==> src/logic/lpmc_pkg.sv <==
// Purpose: constants and types for the low-power mode controller
// Assumes: one clock, synchronous active-high reset
// Notes: mode selection and wakeup sources arrive as plain pins
package lpmc_pkg;
	localparam int unsigned LPMC_EXT_LINES = 16;
	localparam int unsigned LPMC_WAKE_PINS = 3;
	localparam logic [1:0] LPMC_SEL_HALT = 2'h0;
	localparam logic [1:0] LPMC_SEL_RETAIN = 2'h1;
	localparam logic [1:0] LPMC_SEL_POWERDOWN = 2'h2;
	localparam logic LPMC_RST_REGULATOR_LP = 1'h0;

	typedef enum logic [2:0] {
		LPMC_RUN,
		LPMC_HALT,
		LPMC_RETAIN,
		LPMC_POWERDOWN,
		LPMC_WAKE_RESET
	} lpmc_mode_e;
endpackage

==> src/logic/lpmc_edge_detect.sv <==
// Purpose: rising-edge detection on a vector of wake pins
// Assumes: inputs already synchronous to ref_clk_i
// Notes: one registered stage per bit
`timescale 1ns/100ps
module lpmc_edge_detect #(
	parameter int unsigned WIDTH = 3
) (
	input wire logic ref_clk_i,
	input wire logic sys_rst_i,
	input wire logic [WIDTH-1:0] level_i,
	output logic [WIDTH-1:0] rise_o
);
	typedef struct packed {
		logic [WIDTH-1:0] prev;
	} lpmc_edge_s;
	lpmc_edge_s state;
	lpmc_edge_s next_state;

	// Refused while elaborating, not at run time
	if (WIDTH < 1) begin : g_bad_width
		$error("WIDTH must be at least one");
	end

	always_comb begin
		next_state.prev = level_i;
	end

	always_ff @(posedge ref_clk_i) begin
		if (sys_rst_i)
			state <= '0;
		else
			state <= next_state;
	end

	genvar g;
	generate
		for (g = 0; g < WIDTH; g++) begin : g_bit
			assign rise_o[g] = level_i[g] & ~state.prev[g];
		end
	endgenerate
endmodule // lpmc_edge_detect

==> src/logic/lpmc_controller.sv <==
// Purpose: low-power mode sequencer between core and wakeup sources
// Assumes: all inputs synchronous to ref_clk_i
// Notes: clock, regulator_on and flash outputs are enables; high means the resource runs
`timescale 1ns/100ps
module lpmc_controller #(
	parameter int unsigned EXT_LINES = lpmc_pkg::LPMC_EXT_LINES,
	parameter int unsigned WAKE_PINS = lpmc_pkg::LPMC_WAKE_PINS
) (
	input wire logic ref_clk_i,
	input wire logic sys_rst_i,
	input wire logic wait_instr_i,
	input wire logic [1:0] mode_sel_i,
	input wire logic regulator_lp_sel_i,
	input wire logic flash_off_req_i,
	input wire logic exec_from_ram_i,
	input wire logic periph_irq_i,
	input wire logic [EXT_LINES-1:0] ext_event_line_i,
	input wire logic voltage_detector_out_i,
	input wire logic rtc_event_i,
	input wire logic ext_reset_pin_n_i,
	input wire logic independent_watchdog_rst_i,
	input wire logic [WAKE_PINS-1:0] wake_pin_i,
	input wire logic regulator_bypass_i,
	input wire logic main_supply_ok_i,
	input wire logic supervisor_strap_i,
	output logic cpu_clk_en_o,
	output logic periph_clk_en_o,
	output logic pll_en_o,
	output logic internal_fast_rc_en_o,
	output logic crystal_osc_en_o,
	output logic regulator_on_o,
	output logic regulator_lp_o,
	output logic flash_pwr_o,
	output logic retain_ok_o,
	output logic core_reset_o,
	output logic backup_from_battery_o,
	output logic battery_mode_o
);
	import lpmc_pkg::*;

	typedef struct packed {
		lpmc_mode_e mode;
		logic cpu_clk_en;
		logic periph_clk_en;
		logic clk_src_en;
		logic regulator_on;
		logic regulator_lp;
		logic flash_pwr;
		logic retain_ok;
		logic core_reset;
		logic from_battery;
		logic battery_mode;
	} lpmc_ctrl_s;

	lpmc_ctrl_s state;
	lpmc_ctrl_s next_state;
	logic [WAKE_PINS-1:0] wake_rise;
	logic retain_wake;
	logic pd_wake;
	logic battery_ok;

	if (EXT_LINES < 1 || WAKE_PINS < 1) begin : g_bad_count
		$error("EXT_LINES and WAKE_PINS must be nonzero");
	end

	lpmc_edge_detect #(
		.WIDTH(WAKE_PINS)
	) u_wake_edge (
		.ref_clk_i(ref_clk_i),
		.sys_rst_i(sys_rst_i),
		.level_i(wake_pin_i),
		.rise_o(wake_rise)
	);

	assign retain_wake = (|ext_event_line_i) | voltage_detector_out_i |
		rtc_event_i;
	assign pd_wake = ~ext_reset_pin_n_i | independent_watchdog_rst_i |
		(|wake_rise) | rtc_event_i;
	// Strap low means no supervisor, so no battery domain
	assign battery_ok = supervisor_strap_i;

	always_comb begin
		next_state = state;
		next_state.core_reset = 1'b0;
		// Backup switch follows main supply every cycle while the strap is high
		next_state.from_battery = ~main_supply_ok_i & battery_ok;
		next_state.battery_mode = ~main_supply_ok_i & battery_ok;
		if (~main_supply_ok_i & battery_ok) begin
			// Only main supply return or strap low ends battery operation
			next_state.mode = LPMC_POWERDOWN;
			next_state.cpu_clk_en = 1'b0;
			next_state.periph_clk_en = 1'b0;
			next_state.clk_src_en = 1'b0;
			next_state.regulator_on = 1'b0;
			next_state.retain_ok = 1'b0;
			next_state.flash_pwr = 1'b0;
		end else if (state.battery_mode) begin
			next_state.mode = LPMC_WAKE_RESET;
		end else begin
			unique case (state.mode)
				LPMC_RUN: begin
					if (wait_instr_i) begin
						if (mode_sel_i == LPMC_SEL_RETAIN) begin
							next_state.mode = LPMC_RETAIN;
							next_state.cpu_clk_en = 1'b0;
							next_state.periph_clk_en = 1'b0;
							next_state.clk_src_en = 1'b0;
							next_state.regulator_lp = regulator_lp_sel_i;
							next_state.retain_ok = 1'b1;
						end else if (mode_sel_i == LPMC_SEL_POWERDOWN &&
							!regulator_bypass_i) begin
							next_state.mode = LPMC_POWERDOWN;
							next_state.cpu_clk_en = 1'b0;
							next_state.periph_clk_en = 1'b0;
							next_state.clk_src_en = 1'b0;
							next_state.regulator_on = 1'b0;
							next_state.flash_pwr = 1'b0;
							next_state.retain_ok = 1'b0;
						end else begin
							// Bypassed power-down falls back to halt
							next_state.mode = LPMC_HALT;
							next_state.cpu_clk_en = 1'b0;
							// Flash may only drop while code runs from RAM
							next_state.flash_pwr = ~(flash_off_req_i &
								exec_from_ram_i);
						end
					end
				end
				LPMC_HALT: begin
					if (periph_irq_i | retain_wake) begin
						next_state.mode = LPMC_RUN;
						next_state.cpu_clk_en = 1'b1;
						next_state.flash_pwr = 1'b1;
					end
				end
				LPMC_RETAIN: begin
					if (retain_wake) begin
						next_state.mode = LPMC_RUN;
						next_state.cpu_clk_en = 1'b1;
						next_state.periph_clk_en = 1'b1;
						next_state.clk_src_en = 1'b1;
						next_state.regulator_lp = LPMC_RST_REGULATOR_LP;
						next_state.retain_ok = 1'b0;
					end
				end
				LPMC_POWERDOWN: begin
					if (pd_wake) begin
						next_state.mode = LPMC_WAKE_RESET;
						next_state.regulator_on = 1'b1;
						next_state.core_reset = 1'b1;
					end
				end
				LPMC_WAKE_RESET: begin
					// Core restarts from reset, contents gone
					next_state.mode = LPMC_RUN;
					next_state.cpu_clk_en = 1'b1;
					next_state.periph_clk_en = 1'b1;
					next_state.clk_src_en = 1'b1;
					next_state.regulator_on = 1'b1;
					next_state.regulator_lp = LPMC_RST_REGULATOR_LP;
					next_state.flash_pwr = 1'b1;
					next_state.core_reset = 1'b1;
				end
			endcase
		end
	end

	always_ff @(posedge ref_clk_i) begin
		if (sys_rst_i) begin
			state.mode <= LPMC_RUN;
			state.cpu_clk_en <= 1'b1;
			state.periph_clk_en <= 1'b1;
			state.clk_src_en <= 1'b1;
			state.regulator_on <= 1'b1;
			state.regulator_lp <= LPMC_RST_REGULATOR_LP;
			state.flash_pwr <= 1'b1;
			state.retain_ok <= 1'b0;
			state.core_reset <= 1'b0;
			state.from_battery <= 1'b0;
			state.battery_mode <= 1'b0;
		end else begin
			state <= next_state;
		end
	end

	assign cpu_clk_en_o = state.cpu_clk_en;
	assign periph_clk_en_o = state.periph_clk_en;
	assign pll_en_o = state.clk_src_en;
	assign internal_fast_rc_en_o = state.clk_src_en;
	assign crystal_osc_en_o = state.clk_src_en;
	assign regulator_on_o = state.regulator_on;
	assign regulator_lp_o = state.regulator_lp;
	assign flash_pwr_o = state.flash_pwr;
	assign retain_ok_o = state.retain_ok;
	assign core_reset_o = state.core_reset;
	assign backup_from_battery_o = state.from_battery;
	assign battery_mode_o = state.battery_mode;

	property p_halt_periph;
		@(posedge ref_clk_i) disable iff (sys_rst_i)
		state.mode == LPMC_HALT |-> periph_clk_en_o && !cpu_clk_en_o;
	endproperty
	a_halt_periph: assert property (p_halt_periph)
		else $error("halt mode clocks wrong");

	property p_halt_wake;
		@(posedge ref_clk_i) disable iff (sys_rst_i)
		state.mode == LPMC_HALT && periph_irq_i && main_supply_ok_i
		|=> cpu_clk_en_o;
	endproperty
	a_halt_wake: assert property (p_halt_wake)
		else $error("halt did not wake on interrupt");

	property p_retain_clk;
		@(posedge ref_clk_i) disable iff (sys_rst_i)
		state.mode == LPMC_RETAIN |-> !pll_en_o && !crystal_osc_en_o &&
			!internal_fast_rc_en_o && !periph_clk_en_o && retain_ok_o;
	endproperty
	a_retain_clk: assert property (p_retain_clk)
		else $error("retention left clocks running");

	property p_retain_wake;
		@(posedge ref_clk_i) disable iff (sys_rst_i)
		state.mode == LPMC_RETAIN && |ext_event_line_i && main_supply_ok_i
		&& !state.battery_mode |=> state.mode == LPMC_RUN;
	endproperty
	a_retain_wake: assert property (p_retain_wake)
		else $error("retention missed event line");

	property p_pd_off;
		@(posedge ref_clk_i) disable iff (sys_rst_i)
		state.mode == LPMC_POWERDOWN |-> !regulator_on_o && !pll_en_o;
	endproperty
	a_pd_off: assert property (p_pd_off)
		else $error("power-down left regulator on");

	property p_pd_exit;
		@(posedge ref_clk_i) disable iff (sys_rst_i)
		state.mode == LPMC_POWERDOWN && !ext_reset_pin_n_i && main_supply_ok_i
		&& !state.battery_mode |=> core_reset_o ##1 cpu_clk_en_o;
	endproperty
	a_pd_exit: assert property (p_pd_exit)
		else $error("power-down exit sequence wrong");

	property p_bypass;
		@(posedge ref_clk_i) disable iff (sys_rst_i)
		regulator_bypass_i && main_supply_ok_i && state.mode == LPMC_RUN
		|=> state.mode != LPMC_POWERDOWN;
	endproperty
	a_bypass: assert property (p_bypass)
		else $error("power-down entered while bypassed");

	property p_battery;
		@(posedge ref_clk_i) disable iff (sys_rst_i)
		!main_supply_ok_i && supervisor_strap_i && !$past(main_supply_ok_i)
		&& $past(supervisor_strap_i)
		|-> battery_mode_o && backup_from_battery_o && !cpu_clk_en_o;
	endproperty
	a_battery: assert property (p_battery)
		else $error("battery operation broken");

	property p_strap;
		@(posedge ref_clk_i) disable iff (sys_rst_i)
		!supervisor_strap_i |=> !battery_mode_o;
	endproperty
	a_strap: assert property (p_strap)
		else $error("battery mode with strap off");

	property p_entry;
		@(posedge ref_clk_i) disable iff (sys_rst_i)
		state.mode == LPMC_RUN && !wait_instr_i && main_supply_ok_i
		&& !state.battery_mode |=> state.mode == LPMC_RUN;
	endproperty
	a_entry: assert property (p_entry)
		else $error("low-power entry without wait instruction");
endmodule // lpmc_controller

==> config.mk <==
export PLATFORM = sky130hd
export DESIGN_NAME = lpmc_controller
export DESIGN_NICKNAME = d
export VERILOG_FILES = /design/src/logic/lpmc_pkg.sv /design/src/logic/lpmc_edge_detect.sv /design/src/logic/lpmc_controller.sv
export SDC_FILE = /design/constraint.sdc
export NUM_CORES = 1
export LEC_CHECK = 0
export ABC_AREA = 1
export BUFFER_PORTS_ARGS = -buffer_cell sky130_fd_sc_hd__buf_4
export CORE_ASPECT_RATIO = 0.6
export CORE_MARGIN = 2
export CORE_UTILIZATION = 45
export CTS_CLUSTER_SIZE = 16
export DETAILED_ROUTE_END_ITERATION = 8
export PLACE_DENSITY = 0.78
export SLEW_MARGIN = 15
export SYNTH_ARGS = -nofsm -noshare
export SYNTH_HDL_FRONTEND = slang
export SYNTH_SLANG_ARGS = --single-unit
export TNS_END_PERCENT = 5
==> constraint.sdc <==
create_clock -name ref_clk_i -period 1.7 [get_ports ref_clk_i]
set_input_delay 0.085 -clock ref_clk_i [delete_from_list [all_inputs] [get_ports ref_clk_i]]
set_output_delay 0.085 -clock ref_clk_i [all_outputs]
set_load 0.01 [all_outputs]
* After elaboration in Yosys (flattened, before gate mapping)
Cells that the tools add are included.
Storage, ports and cells: bits in registers 15, latch bits 0, memory bits (writable) 0, ROM bits 0, input port bits 35, output and inout port bits 12, logic and storage cells 107, memories kept 0
Cells by class: add/subtract/negate cells 0, multipliers 0, div/mod/pow operators 0, magnitude comparators 0, eq/ne operators 26, shift-type cells 0, muxes and demuxes 29, bitwise operators 19, reduce and logical (&&, ||, !) cells 21
Operators with widths (number):
- 3-bit inequality test, second input constant | 11
- 4-bit inequality test, second input constant | 5
- 5-bit AND reduction | 4
- 16-bit OR reduction | 1
- 3-bit one-hot mux with 5 select lines | 1
- 3-bit 2-to-1 mux | 4
- 6-bit 2-to-1 mux | 2
- 6-bit AND reduction | 2
- 4-bit nonzero test | 3
- 1-bit 2-to-1 mux | 10
- 10-bit 2-to-1 mux | 1
- 1-bit one-hot mux with 3 select lines | 3
- 8-bit 2-to-1 mux | 1
- 1-bit inverter | 8
- 4-bit AND reduction | 2
- 3-bit by 2-bit equality test with 1-bit output, second input constant | 2
- 2-bit inequality test, second input constant | 3
- 1-bit bitwise OR | 6
- 2-bit one-hot mux with 3 select lines | 1
- 3-bit OR reduction | 2
- 1-bit bitwise AND | 5
- 5-bit 2-to-1 mux | 1
- 5-bit nonzero test | 1
- 4-bit 2-to-1 mux | 1
- other kinds (14) | 15

* Longest topological paths before layout
Gate-level depths: netlist of the first run.
word-level depth 9, mapped depth 11, gate-level depth less buffers 11

* Cells and area by module
A second synthesis of the first run with hierarchy kept.
Unflattened totals: cells, all modules 166, area total of the unflattened synthesis 1021.0 sq um
By module, submodules not included:
- lpmc_controller | instances 1, cells an instance 154, area each 927.1 sq um, sequential area each 220.2 sq um
- lpmc_edge_detect | instances 1, cells an instance 12, area each 93.8 sq um, sequential area each 60.1 sq um

* Worst setup path after synthesis of the first run
Ideal clock, no wire load.
kind reg2reg, start point register state[11] in the netlist's numbering, end point register state[10] in the netlist's numbering, setup time 0.113 ns, arrival 1.088 ns, path slack 0.499 ns, stages on the path, launching flop included 11, path buffers 0, path through dfxtp_1 nor2_2 inv_2 nor2_2 nor2_4 nand2_2 o21ai_1 o21ai_1 nand2_1 nand2_1 nor2_1
On the way: cells in the longest elaborated chain, start to end 4, elaborated cells on any way between the ends 13, classes of those cells eq/ne: 8; mux: 3; reduce/logical: 2
RTL lines:
- from (decl) | line lpmc_controller.sv:55 | lpmc_ctrl_s state;
- from (signal assigned) | line lpmc_controller.sv:182 | state <= next_state;
- 3-bit equality test, or another cell as far along | line lpmc_controller.sv:100 | unique case (state.mode)
- 3-bit one-hot mux with 5 select lines | line lpmc_controller.sv:100
- 3-bit 2-to-1 mux | line lpmc_controller.sv:97 | end else if (state.battery_mode) begin
- 6-bit 2-to-1 mux | line lpmc_controller.sv:88 | if (~main_supply_ok_i & battery_ok) begin
Several ways; a longest one is shown, not always the timed one. A chain may end at the register's enable or synchronous reset.

* Final worst setup path of the first run
start point register state[11] in the netlist's numbering, end point register state (netlist bit periph_clk_en_o)
On the way: cells in the longest elaborated chain, start to end 4, elaborated cells on any way between the ends 11, classes of those cells eq/ne: 5; mux: 3; reduce/logical: 3
RTL lines (line):
- 3-bit equality test, or another cell as far along | lpmc_controller.sv:100
- 2-bit one-hot mux with 3 select lines | lpmc_controller.sv:100
- 8-bit 2-to-1 mux | lpmc_controller.sv:97
- 6-bit 2-to-1 mux | lpmc_controller.sv:88
Several ways; a longest one is shown, not always the timed one. The select of a mux whose other input is x is not followed.

==> results.yml, run 1 <==
yosys:
  post_synth_instance_area_sq_um: 992
  syn_avg_cell_area_sq_um: 6.16
  number_of_flops_mapped_to_enable_cells_by_yosys: 0
  syn_nets: 196
  synth_top_cells_by_area: "dfxtp_1, nand2_1, inv_1"
  synth.top_cells.by_count: "nand2_1, inv_1, nor2_1, dfxtp_1, inv_2"
  synthDominantAreaCellType: "dfxtp_1"
  post-synth-top-count-cell: "nand2_1"
  netlist_instances: 161
  ys_seq_elements: 14
  synth_cell_types: 24
  post-synth-top-area-fraction_pct: 28.2
  ys_dominant_reg_cell: "dfxtp_1"
  sequential_element_share_of_the_synthesized_area_pct: 28.2
  async_flop_share_pct: 0
  ys.warnings.count: 0
placed_design:
  place_hpwl_um: 2410
  finalWeightedCongestion: 0.884
  portBuffers: 46
finish:
  fill_cells: 213
  area_of_the_multi_input_gates_sq_um: 553
  drive_gt1_share_pct: 37.4
  area_growth_syn_to_layout_pct: 40.6
  diodes: 0
  finalNetCount: 242
  sequential_cell_area_sq_um: 280
routing:
  drt_pass1_iterations: 4
  detail_route.vias_per_cell: 4.85
  detail-route-antenna-nets: 0
  detail_route.iter0.violations: 39
  drt_drc_violations_left: 0
  totalWireLength_um: 2810
  detail_route.wl_per_cell_um: 11.9
  routed-via-count: 1144
floorplanning:
  initial_core_util_pct: 46.6
  die_y_um: 40.4
  placeableCoreArea_sq_mm: 0.00213
  fp.dieW_um: 64.6
  die_area_sq_mm: 0.00261
  top_level_ports: 47
  row_count: 13
flow_run:
  maxCapViolCount: 0
sta:
  fmax_mhz: 705
  number_of_pins_with_negative_max_slew_slack_in_the_final_report: 0
  fin_crit_sh_pct: 83.4
  fin_worst_hold_slack_ns: 0.0542
  maxSlewHeadroom_pct: 75.9
  final-setup-viol-count: 0
  finalWorstPathRequiredPeriod_ns: 1.42
  grt_setup_unrepaired: "false"
  final.setup.tns_ns: 0
  tightestPinTransition_ns: 0.357
  finalClockSkew_ns: 0.00236
  report.final.hold_viol_count: 0
global_routing:
  global_route.overflow_total: 0
  gr-usage-all-layers_pct: 24.1
  global_route_wire_length_before_repair_um: 4580
  grt_start_max_net_pins: 11
  antenna_found_initial: 0
  grt_pass1_vias: 1008
critical_path:
  ff2ff_path_depth: 9
  setup.worst_path.end: "periph_clk_en_o$_SDFFE_PP1P_"
  total_buffers_and_inverters_traversed_by_the_critical_path: 1
  cpMaxStageDelayCell: "dfxtp_1"
  critPathKind: "flop to flop"
  critical_path.cell_chain: "nor2_2, nand2_2, nor2_4, inv_2, nand2_1, nor2_2, nand2_1, nand3_1, o211ai_1"
  crit_fanout: 5
  worstSetupStartpointType: "flop"
  signal_arrival_time_at_the_worst_endpoint_ns: 1.54
  path_depth: 9
  max_incr_delay_on_cp_ns: 0.41
  crit_required_ns: 1.82
  critical-path-top-delay-family: "simple AND/OR/NAND/NOR gates"
  regToRegSetupSlack_ns: 0.28
  timing.rr.start: "state[11]$_SDFFE_PP0P_"
  cp-startpoint: "state[11]$_SDFFE_PP0P_"
  end_kind: "flop"
  timing.rr.end: "periph_clk_en_o$_SDFFE_PP1P_"
cts:
  post_cts_resized: 0
  cts.sinks: 14
  cts_buffers: 3
  cts-root-to-sink-buffers: 2
  insertion_delay_ns: 0.24
  clock_tree.root_cell: "clkbuf_8"
  holdBufCountCts: 0
  cts.repair_timing.setup_buffer_count: 0
  clkTransAtPathRegs_ns: 0.06
  clock_tree_from_tritoncts: "built"
  cts.htree.levels: 1
pwr:
  switchingPower_uw: 400
  p_leak_uw: 0.000741
  power.share.clock_pct: 27.1
  share_comb_of_total_power_pct: 39.2
  sequentialPowerShare_pct: 33.7
  power.density_mw_per_mm2: 841
  cell_internal_pwr_uw: 773
  sw_frac_of_total_pct: 34.1
  power.ir.vdd_worst_mv: 0.523
hold_path:
  hp-class: "input port to flop"
outcome:
  status: "complete, no violations"
## state kept, by name, summed over array words and instances (netlist names)
register and cells:
flash_pwr_o 1, cpu_clk_en_o 1, core_reset_o 1, retain_ok_o 1, state 3, u_wake_edge.state 3, periph_clk_en_o 1, battery_mode_o 1
regulator_lp_o 1, regulator_on_o 1
## cell usage in the layout, fill, tap and decap left out, drive strengths merged
cell type | netlist | routed
buf | 5 | 46
o22ai | 1 | 1
nand2 | 37 | 37
nand3b | 1 | 1
nand3 | 8 | 8
o21ai | 8 | 8
nor2 | 34 | 34
a21oi | 6 | 6
nor3 | 1 | 1
or2 | 1 | 1
nand4 | 4 | 4
clkbuf | 0 | 4
o2111ai | 1 | 1
o211ai | 3 | 3
a31oi | 2 | 2
dfxtp | 14 | 14
inv | 33 | 33
a211oi | 2 | 2
## cell families after synthesis
kind of cell / synth area share, %
simple gates: 42.1
compound gates: 13.6
flops: 28.2
buf+inv: 16.0
## layer usage
layer / routed length (um) / global-route usage, % / vias up
met2: 1160 / 39.1 / 50
li1: - / - / 592
met3: 224 / 7.02 / 2
met1: 1420 / 32.8 / 500
met4: 10 / 3.72 / 0
met5: 0 / 0 / -
## area by class of cell
cell class	instances	share of cell area (%)
multi-input cells	109	39.6
clock buffers	4	3.95
well taps	30	2.69
repair buffers	46	24.8
flip-flops and latches	14	20.1
inverters	33	8.88
## worst reg2reg max path: stages (launching register included)
cell and delay (ns):
dfxtp_1 0.41, nor2_2 0.09, nand2_2 0.11, nor2_4 0.05, inv_2 0.05, nand2_1 0.06
nor2_2 0.25, nand2_1 0.12, nand3_1 0.09, o211ai_1 0.08
## through the flow
step | utilization, % | setup slack, ns | total power [uW] | cells | cell area, sq um
after detailed placement | 62.9 | 0.307 | 858 | 232 | 1340
after CTS | 65.5 | 0.295 | 1180 | 236 | 1400
final | 65.5 | 0.282 | 1170 | 236 | 1400
after global placement | 62.9 | 0.309 | 856 | 232 | 1340
after global routing | 65.5 | 0.141 | 1260 | 236 | 1400
after floorplan | - | 0.499 | 699 | 161 | 992
## worst min-delay path by stage
stage                        from                         endpoint  slack (ns)  cells past startpoint
floorplan           wake_pin_i[1]  u_wake_edge.state[1]$_SDFF_PP0_        0.19                      2
global placement    wake_pin_i[1]  u_wake_edge.state[1]$_SDFF_PP0_        0.30                      3
detailed placement  wake_pin_i[1]  u_wake_edge.state[1]$_SDFF_PP0_        0.31                      3
CTS                 wake_pin_i[1]  u_wake_edge.state[1]$_SDFF_PP0_        0.05                      3
global route        wake_pin_i[1]  u_wake_edge.state[1]$_SDFF_PP0_        0.06                      3
finish              wake_pin_i[1]  u_wake_edge.state[1]$_SDFF_PP0_        0.05                      3
## power groups by stage
stage,sequential (uW),clock (uW),combinational (uW)
after detailed placement,403,0,455
after global routing,401,345,514
after CTS,396,328,457
after global placement,401,0,455
final,395,317,460
after floorplan,410,0,288
Power figures use the tool's default switching activity.
==> run 2, diff against run 1 <==
ABC_AREA = 0   (was 1)
CORE_UTILIZATION = 40   (was 45)
PLACE_DENSITY = 0.74   (was 0.78)
clock period = 1.3 ns   (was 1.7 ns; I/O delays follow)
==> run 2 against run 1 <==
  * The run now ends with negative setup slack left
  * Via count increased by 4.1%
  * Core utilization increased by 6.8 points
  * First-iteration DRC count increased to 2.6 times the previous value
  * Critical path depth is 5 lower
  * Worst hold slack got worse by 0.0023 ns
  * Die area grew 7.0%
  * Wire length increased by 21%
  * Cell area increased by 15%
  * Flip-flop and latch count unchanged
  * Combinational power grew 42%
  * Global-route usage up 2.3 points
  * Critical endpoint is now state[10]$_SDFFE_PP0P_
  * Largest cell class unchanged
==> results.yml, run 2 <==
outcome:
  status: "finished with violations"
  failing_checks: "negative setup slack"
routing:
  drt_pass1_iterations: 4
  drt_drc_violations_left: 0
  detail_route.iter0.violations: 101
  detail_route.wl_per_cell_um: 15.6
  detail_route.vias_per_cell: 5.49
  totalWireLength_um: 3390
  routed-via-count: 1191
  detail-route-antenna-nets: 0
cts:
  clkTransAtPathRegs_ns: 0.06
  clock_tree_from_tritoncts: "built"
  cts.htree.levels: 1
  insertion_delay_ns: 0.25
  cts.sinks: 14
  cts-root-to-sink-buffers: 2
  cts_buffers: 3
  clock_tree.root_cell: "clkbuf_8"
finish:
  largest_registers: "state (3), u_wake_edge.state (3)"
  area_growth_syn_to_layout_pct: 68.4
  sequential_cell_area_sq_um: 287
  finish.instance_area_sq_mm: 0.00160
  most_common_library_cell_in_the_layout_ignoring_fill_and_taps: "buf_4"
  area_of_the_multi_input_gates_sq_um: 668
  drive_gt1_share_pct: 52.9
  most_frequent_cells_in_the_layout: "buf_4, a21oi_1, dfxtp_1"
  fill_cells: 172
  finalCoreUtilization_pct: 72.3
  diodes: 0
  finalNetCount: 223
yosys:
  syn_avg_cell_area_sq_um: 7.72
  synth_cell_types: 37
  post_synth_instance_area_sq_um: 950
  synthDominantAreaCellType: "dfxtp_1"
  post-synth-top-area-fraction_pct: 29.5
  number_of_flops_mapped_to_enable_cells_by_yosys: 0
  async_flop_share_pct: 0
  sequential_element_share_of_the_synthesized_area_pct: 29.5
  syn_nets: 158
  ys.warnings.count: 0
  synth_top_cells_by_area: "dfxtp_1, a21oi_1, nor2b_1"
  netlist_instances: 123
  ys_dominant_reg_cell: "dfxtp_1"
  ys_seq_elements: 14
  synth.top_cells.by_count: "a21oi_1, dfxtp_1, nor2_1, o21ai_0, nor2b_1"
  post-synth-top-count-cell: "a21oi_1"
pwr:
  power.density_mw_per_mm2: 1000
  report.power.total_uw: 1600
  power.ir.vdd_worst_mv: 0.855
  p_leak_uw: 0.000735
critical_path:
  crit_required_ns: 1.46
  end_kind: "flop"
  signal_arrival_time_at_the_worst_endpoint_ns: 1.67
  worstSetupStartpointType: "flop"
  ff2ff_path_depth: 4
  regToRegSetupSlack_ns: -0.21
  critPathKind: "flop to flop"
  crit_fanout: 3
hold_path:
  holdPathStages: 2
  hp-class: "input port to flop"
placed_design:
  dpl_cell_area_sq_mm: 0.00146
  finalWeightedCongestion: 0.911
  place_hpwl_um: 2530
  portBuffers: 46
global_routing:
  globalRouteMet1Util_pct: 35.5
  global_route.overflow_total: 0
  global_route.usage.met2_pct: 43.0
  grt_pass1_vias: 1177
  antenna_found_initial: 0
  global_route.usage.met3_pct: 5.15
  gr-usage-all-layers_pct: 26.3
  grt_start_max_net_pins: 17
  grt_most_used_layer: "met2"
  global_route_wire_length_before_repair_um: 5540
sta:
  finalClockSkew_ns: 0.00176
  grt_setup_unrepaired: "true"
  final-setup-viol-count: 6
  finalWorstSetupSlack_ns: -0.210
  fmax_mhz: 662
  report.final.hold_viol_count: 0
  finalWorstPathRequiredPeriod_ns: 1.51
  maxSlewHeadroom_pct: 74.2
  tightestPinTransition_ns: 0.386
  number_of_pins_with_negative_max_slew_slack_in_the_final_report: 0
  fin_crit_sh_pct: 116
  final.setup.tns_ns: -0.800
floorplanning:
  row_count: 13
  placeableCoreArea_sq_mm: 0.00221
  die_y_um: 41.7
  die_area_sq_mm: 0.00279
  fp.dieW_um: 66.9
  initial_core_util_pct: 42.9
  top_level_ports: 47
flow_run:
  maxCapViolCount: 0
[run 2: layer usage]
| layer | up-vias | part of all wire, % | wire [um] |
|---|---|---|---|
| li1 | 580 | - | - |
| met1 | 550 | 46 | 1560 |
| met2 | 55 | 47 | 1610 |
| met3 | 6 | 5.5 | 185 |
| met4 | 0 | 1.0 | 35 |
| met5 | - | 0 | 0 |
[run 2: logic make-up after synthesis]
family / Yosys count / share of synthesized area (%)
mux: 4 / 4.22
xor+xnor: 3 / 2.77
flops: 14 / 29.5
buf+inv: 14 / 7.11
simple gates: 50 / 31.5
compound gates: 38 / 24.9
[run 2: cell type report]
type | count | share of cell area [%]
inverters | 4 | 0.939
flip-flops and latches | 14 | 17.9
repair buffers | 70 | 33.6
well taps | 30 | 2.35
multi-input cells | 95 | 41.8
clock buffers | 4 | 3.44
[run 2: final timing paths]
kind | start | end
min reg2reg | retain_ok_o$_SDFFE_PP0P_ | retain_ok_o$_SDFFE_PP0P_
min | wake_pin_i[1] | u_wake_edge.state[1]$_SDFF_PP0_
max reg2reg | state[10]$_SDFFE_PP0P_ | state[10]$_SDFFE_PP0P_
max | state[10]$_SDFFE_PP0P_ | state[10]$_SDFFE_PP0P_
[run 2: critical path, cell delays in order (launching register included)]
cell and delay [ns]:
dfxtp_2 0.33, buf_4 0.14, or3_1 0.37, a311o_1 0.36, a211oi_2 0.21
[run 2: repair_timing]
item / in CTS / in global routing
hold buffers: 0 / 0
endpoints found under the setup margin: 9 / 8
buffers inserted: 1 / 0
pin swaps: 4 / 0
cloned: 0 / 0
resized for setup: 19 / 6
[run 2: stage by stage]
stage               hold WS [ns]  setup slack (ns)  std cells
detailed placement         0.301            -0.381        212
finish                    0.0518            -0.210        217
global placement           0.289            -0.285        212
CTS                       0.0470            -0.186        217
global route              0.0478            -0.269        217
floorplan                  0.137            -0.176        123
[run 2: power by group]
| part | internal, uW | total (uW) | switching (uW) |
|---|---|---|---|
| sequential | 476 | 517 | 40.6 |
| clock | 269 | 434 | 165 |
| combinational | 351 | 651 | 300 |
==> run 3, diff against run 2 <==
CORE_MARGIN = 5   (was 2)
==> run 3 against run 2 <==
  * The run still ends with negative setup slack left
  * Register-to-register slack about the same
  * Count of clock-buffer cells in the layout is the same
  * Sequential power is 3% higher
  * Flip-flop and latch count unchanged
  * First-iteration DRC count up 4.0%
  * Clock power is essentially flat
  * Cell area decreased by 1.6%
  * Critical endpoint is now regulator_lp_o$_SDFFE_PP0P_
==> results.yml, run 3 (synthesis results as in run 2) <==
outcome:
  status: "finished with violations"
  failing_checks: "negative setup slack"
routing:
  routed-via-count: 1159
  drt_drc_violations_left: 0
  detail-route-antenna-nets: 0
  detail_route.wl_per_cell_um: 16.1
  detail_route.vias_per_cell: 5.34
  detail_route.iter0.violations: 105
  totalWireLength_um: 3490
  drt_pass1_iterations: 4
cts:
  cts.sinks: 14
  clkTransAtPathRegs_ns: 0.07
  clock_tree.root_cell: "clkbuf_8"
  cts_buffers: 3
  cts-root-to-sink-buffers: 2
  cts.htree.levels: 1
  insertion_delay_ns: 0.25
  clock_tree_from_tritoncts: "built"
placed_design:
  place_hpwl_um: 2770
  portBuffers: 46
  dp_worst_setup_slack_ns: -0.436
  finalWeightedCongestion: 0.977
floorplanning:
  fp.dieW_um: 72.9
  initial_core_util_pct: 42.9
  die_y_um: 47.7
  die_area_sq_mm: 0.00348
  row_count: 13
  placeableCoreArea_sq_mm: 0.00221
  top_level_ports: 47
pwr:
  power.share.clock_pct: 27.9
  switchingPower_uw: 493
  p_leak_uw: 0.000725
  sw_frac_of_total_pct: 31.4
  share_comb_of_total_power_pct: 38.2
  power.ir.vdd_worst_mv: 0.731
  cell_internal_pwr_uw: 1080
  power.density_mw_per_mm2: 998
  sequentialPowerShare_pct: 33.9
sta:
  finalWorstSetupSlack_ns: -0.201
  fin_crit_sh_pct: 115
  finalWorstPathRequiredPeriod_ns: 1.50
  tightestPinTransition_ns: 0.475
  fmax_mhz: 666
  number_of_pins_with_negative_max_slew_slack_in_the_final_report: 0
  maxSlewHeadroom_pct: 68.3
  report.final.hold_viol_count: 0
  grt_setup_unrepaired: "true"
  final-setup-viol-count: 8
  finalClockSkew_ns: 0.00625
global_routing:
  antenna_found_initial: 0
  grt_start_max_net_pins: 17
  grt_pass1_vias: 1168
  gr-usage-all-layers_pct: 22.0
  global_route.overflow_total: 0
  global_route_wire_length_before_repair_um: 5730
finish:
  largest_registers: "state (3), u_wake_edge.state (3)"
  area_growth_syn_to_layout_pct: 65.6
  finalNetCount: 223
  most_common_library_cell_in_the_layout_ignoring_fill_and_taps: "buf_4"
  most_frequent_cells_in_the_layout: "buf_4, a21oi_1, dfxtp_1"
  fill_cells: 187
  finalCoreUtilization_pct: 71.1
  drive_gt1_share_pct: 50.8
  diodes: 0
critical_path:
  crit_required_ns: 1.49
  signal_arrival_time_at_the_worst_endpoint_ns: 1.69
  worstSetupStartpointType: "flop"
  crit_fanout: 7
  end_kind: "flop"
  critPathKind: "flop to flop"
  ff2ff_path_depth: 5
flow_run:
  maxCapViolCount: 0
hold_path:
  holdPathStages: 2
  hp-class: "input port to flop"
[run 3: what timing repair did]
action	4_1_cts	5_1_grt
resized for setup	13	6
endpoints found under the setup margin	10	10
buffers inserted	2	0
hold buffers	0	0
cloned	0	0
pin swaps	4	1
[run 3: through the flow]
step                power, uW  TNS, ns  cell area (sq um)  std cells  hold slack [ns]
floorplan                 803   -0.770                952        123            0.137
global placement         1070    -2.68               1450        211            0.290
detailed placement       1080    -3.00               1450        211            0.298
CTS                      1550   -0.884               1560        217           0.0410
global route             1660    -1.65               1570        217           0.0708
finish                   1570   -0.774               1570        217           0.0433
[run 3: power by group through the flow]
| stage | sequential [uW] | clock, uW | combinational (uW) |
|---|---|---|---|
| floorplan | 528 | 0 | 276 |
| global placement | 530 | 0 | 540 |
| detailed placement | 530 | 0 | 550 |
| CTS | 525 | 444 | 584 |
| global route | 539 | 471 | 651 |
| finish | 532 | 437 | 600 |
[run 3: worst max-delay path, cell delays in order (launching register included)]
cell     delay (ns)
dfxtp_4        0.39
or2_4          0.13
o21ai_1        0.06
a31o_2         0.23
or4_1          0.50
a21oi_1        0.13
[run 3: final cells by class]
class,count,area [sq um],share of cell area [%]
sequential,14,290,18.5
clock buffer,4,55.1,3.50
multi-input combinational,95,646,41.1
tap,30,37.5,2.39
inverter,4,15.0,0.955
timing repair buffer,70,529,33.7
[run 3: worst paths after layout]
path	from	end	slack [ns]
min reg2reg	retain_ok_o$_SDFFE_PP0P_	retain_ok_o$_SDFFE_PP0P_	0.52
min	wake_pin_i[0]	u_wake_edge.state[0]$_SDFF_PP0_	0.04
max reg2reg	state[11]$_SDFFE_PP0P_	regulator_lp_o$_SDFFE_PP0P_	-0.20
max	state[11]$_SDFFE_PP0P_	regulator_lp_o$_SDFFE_PP0P_	-0.20
[run 3: metal layers]
layer  vias up  GRT usage [%]  wire length, um
met5         -              0                0
met4         0           3.68               17
met3         4           4.19              331
met2        48           37.3             1600
met1       531           30.2             1540
li1        576              -                -
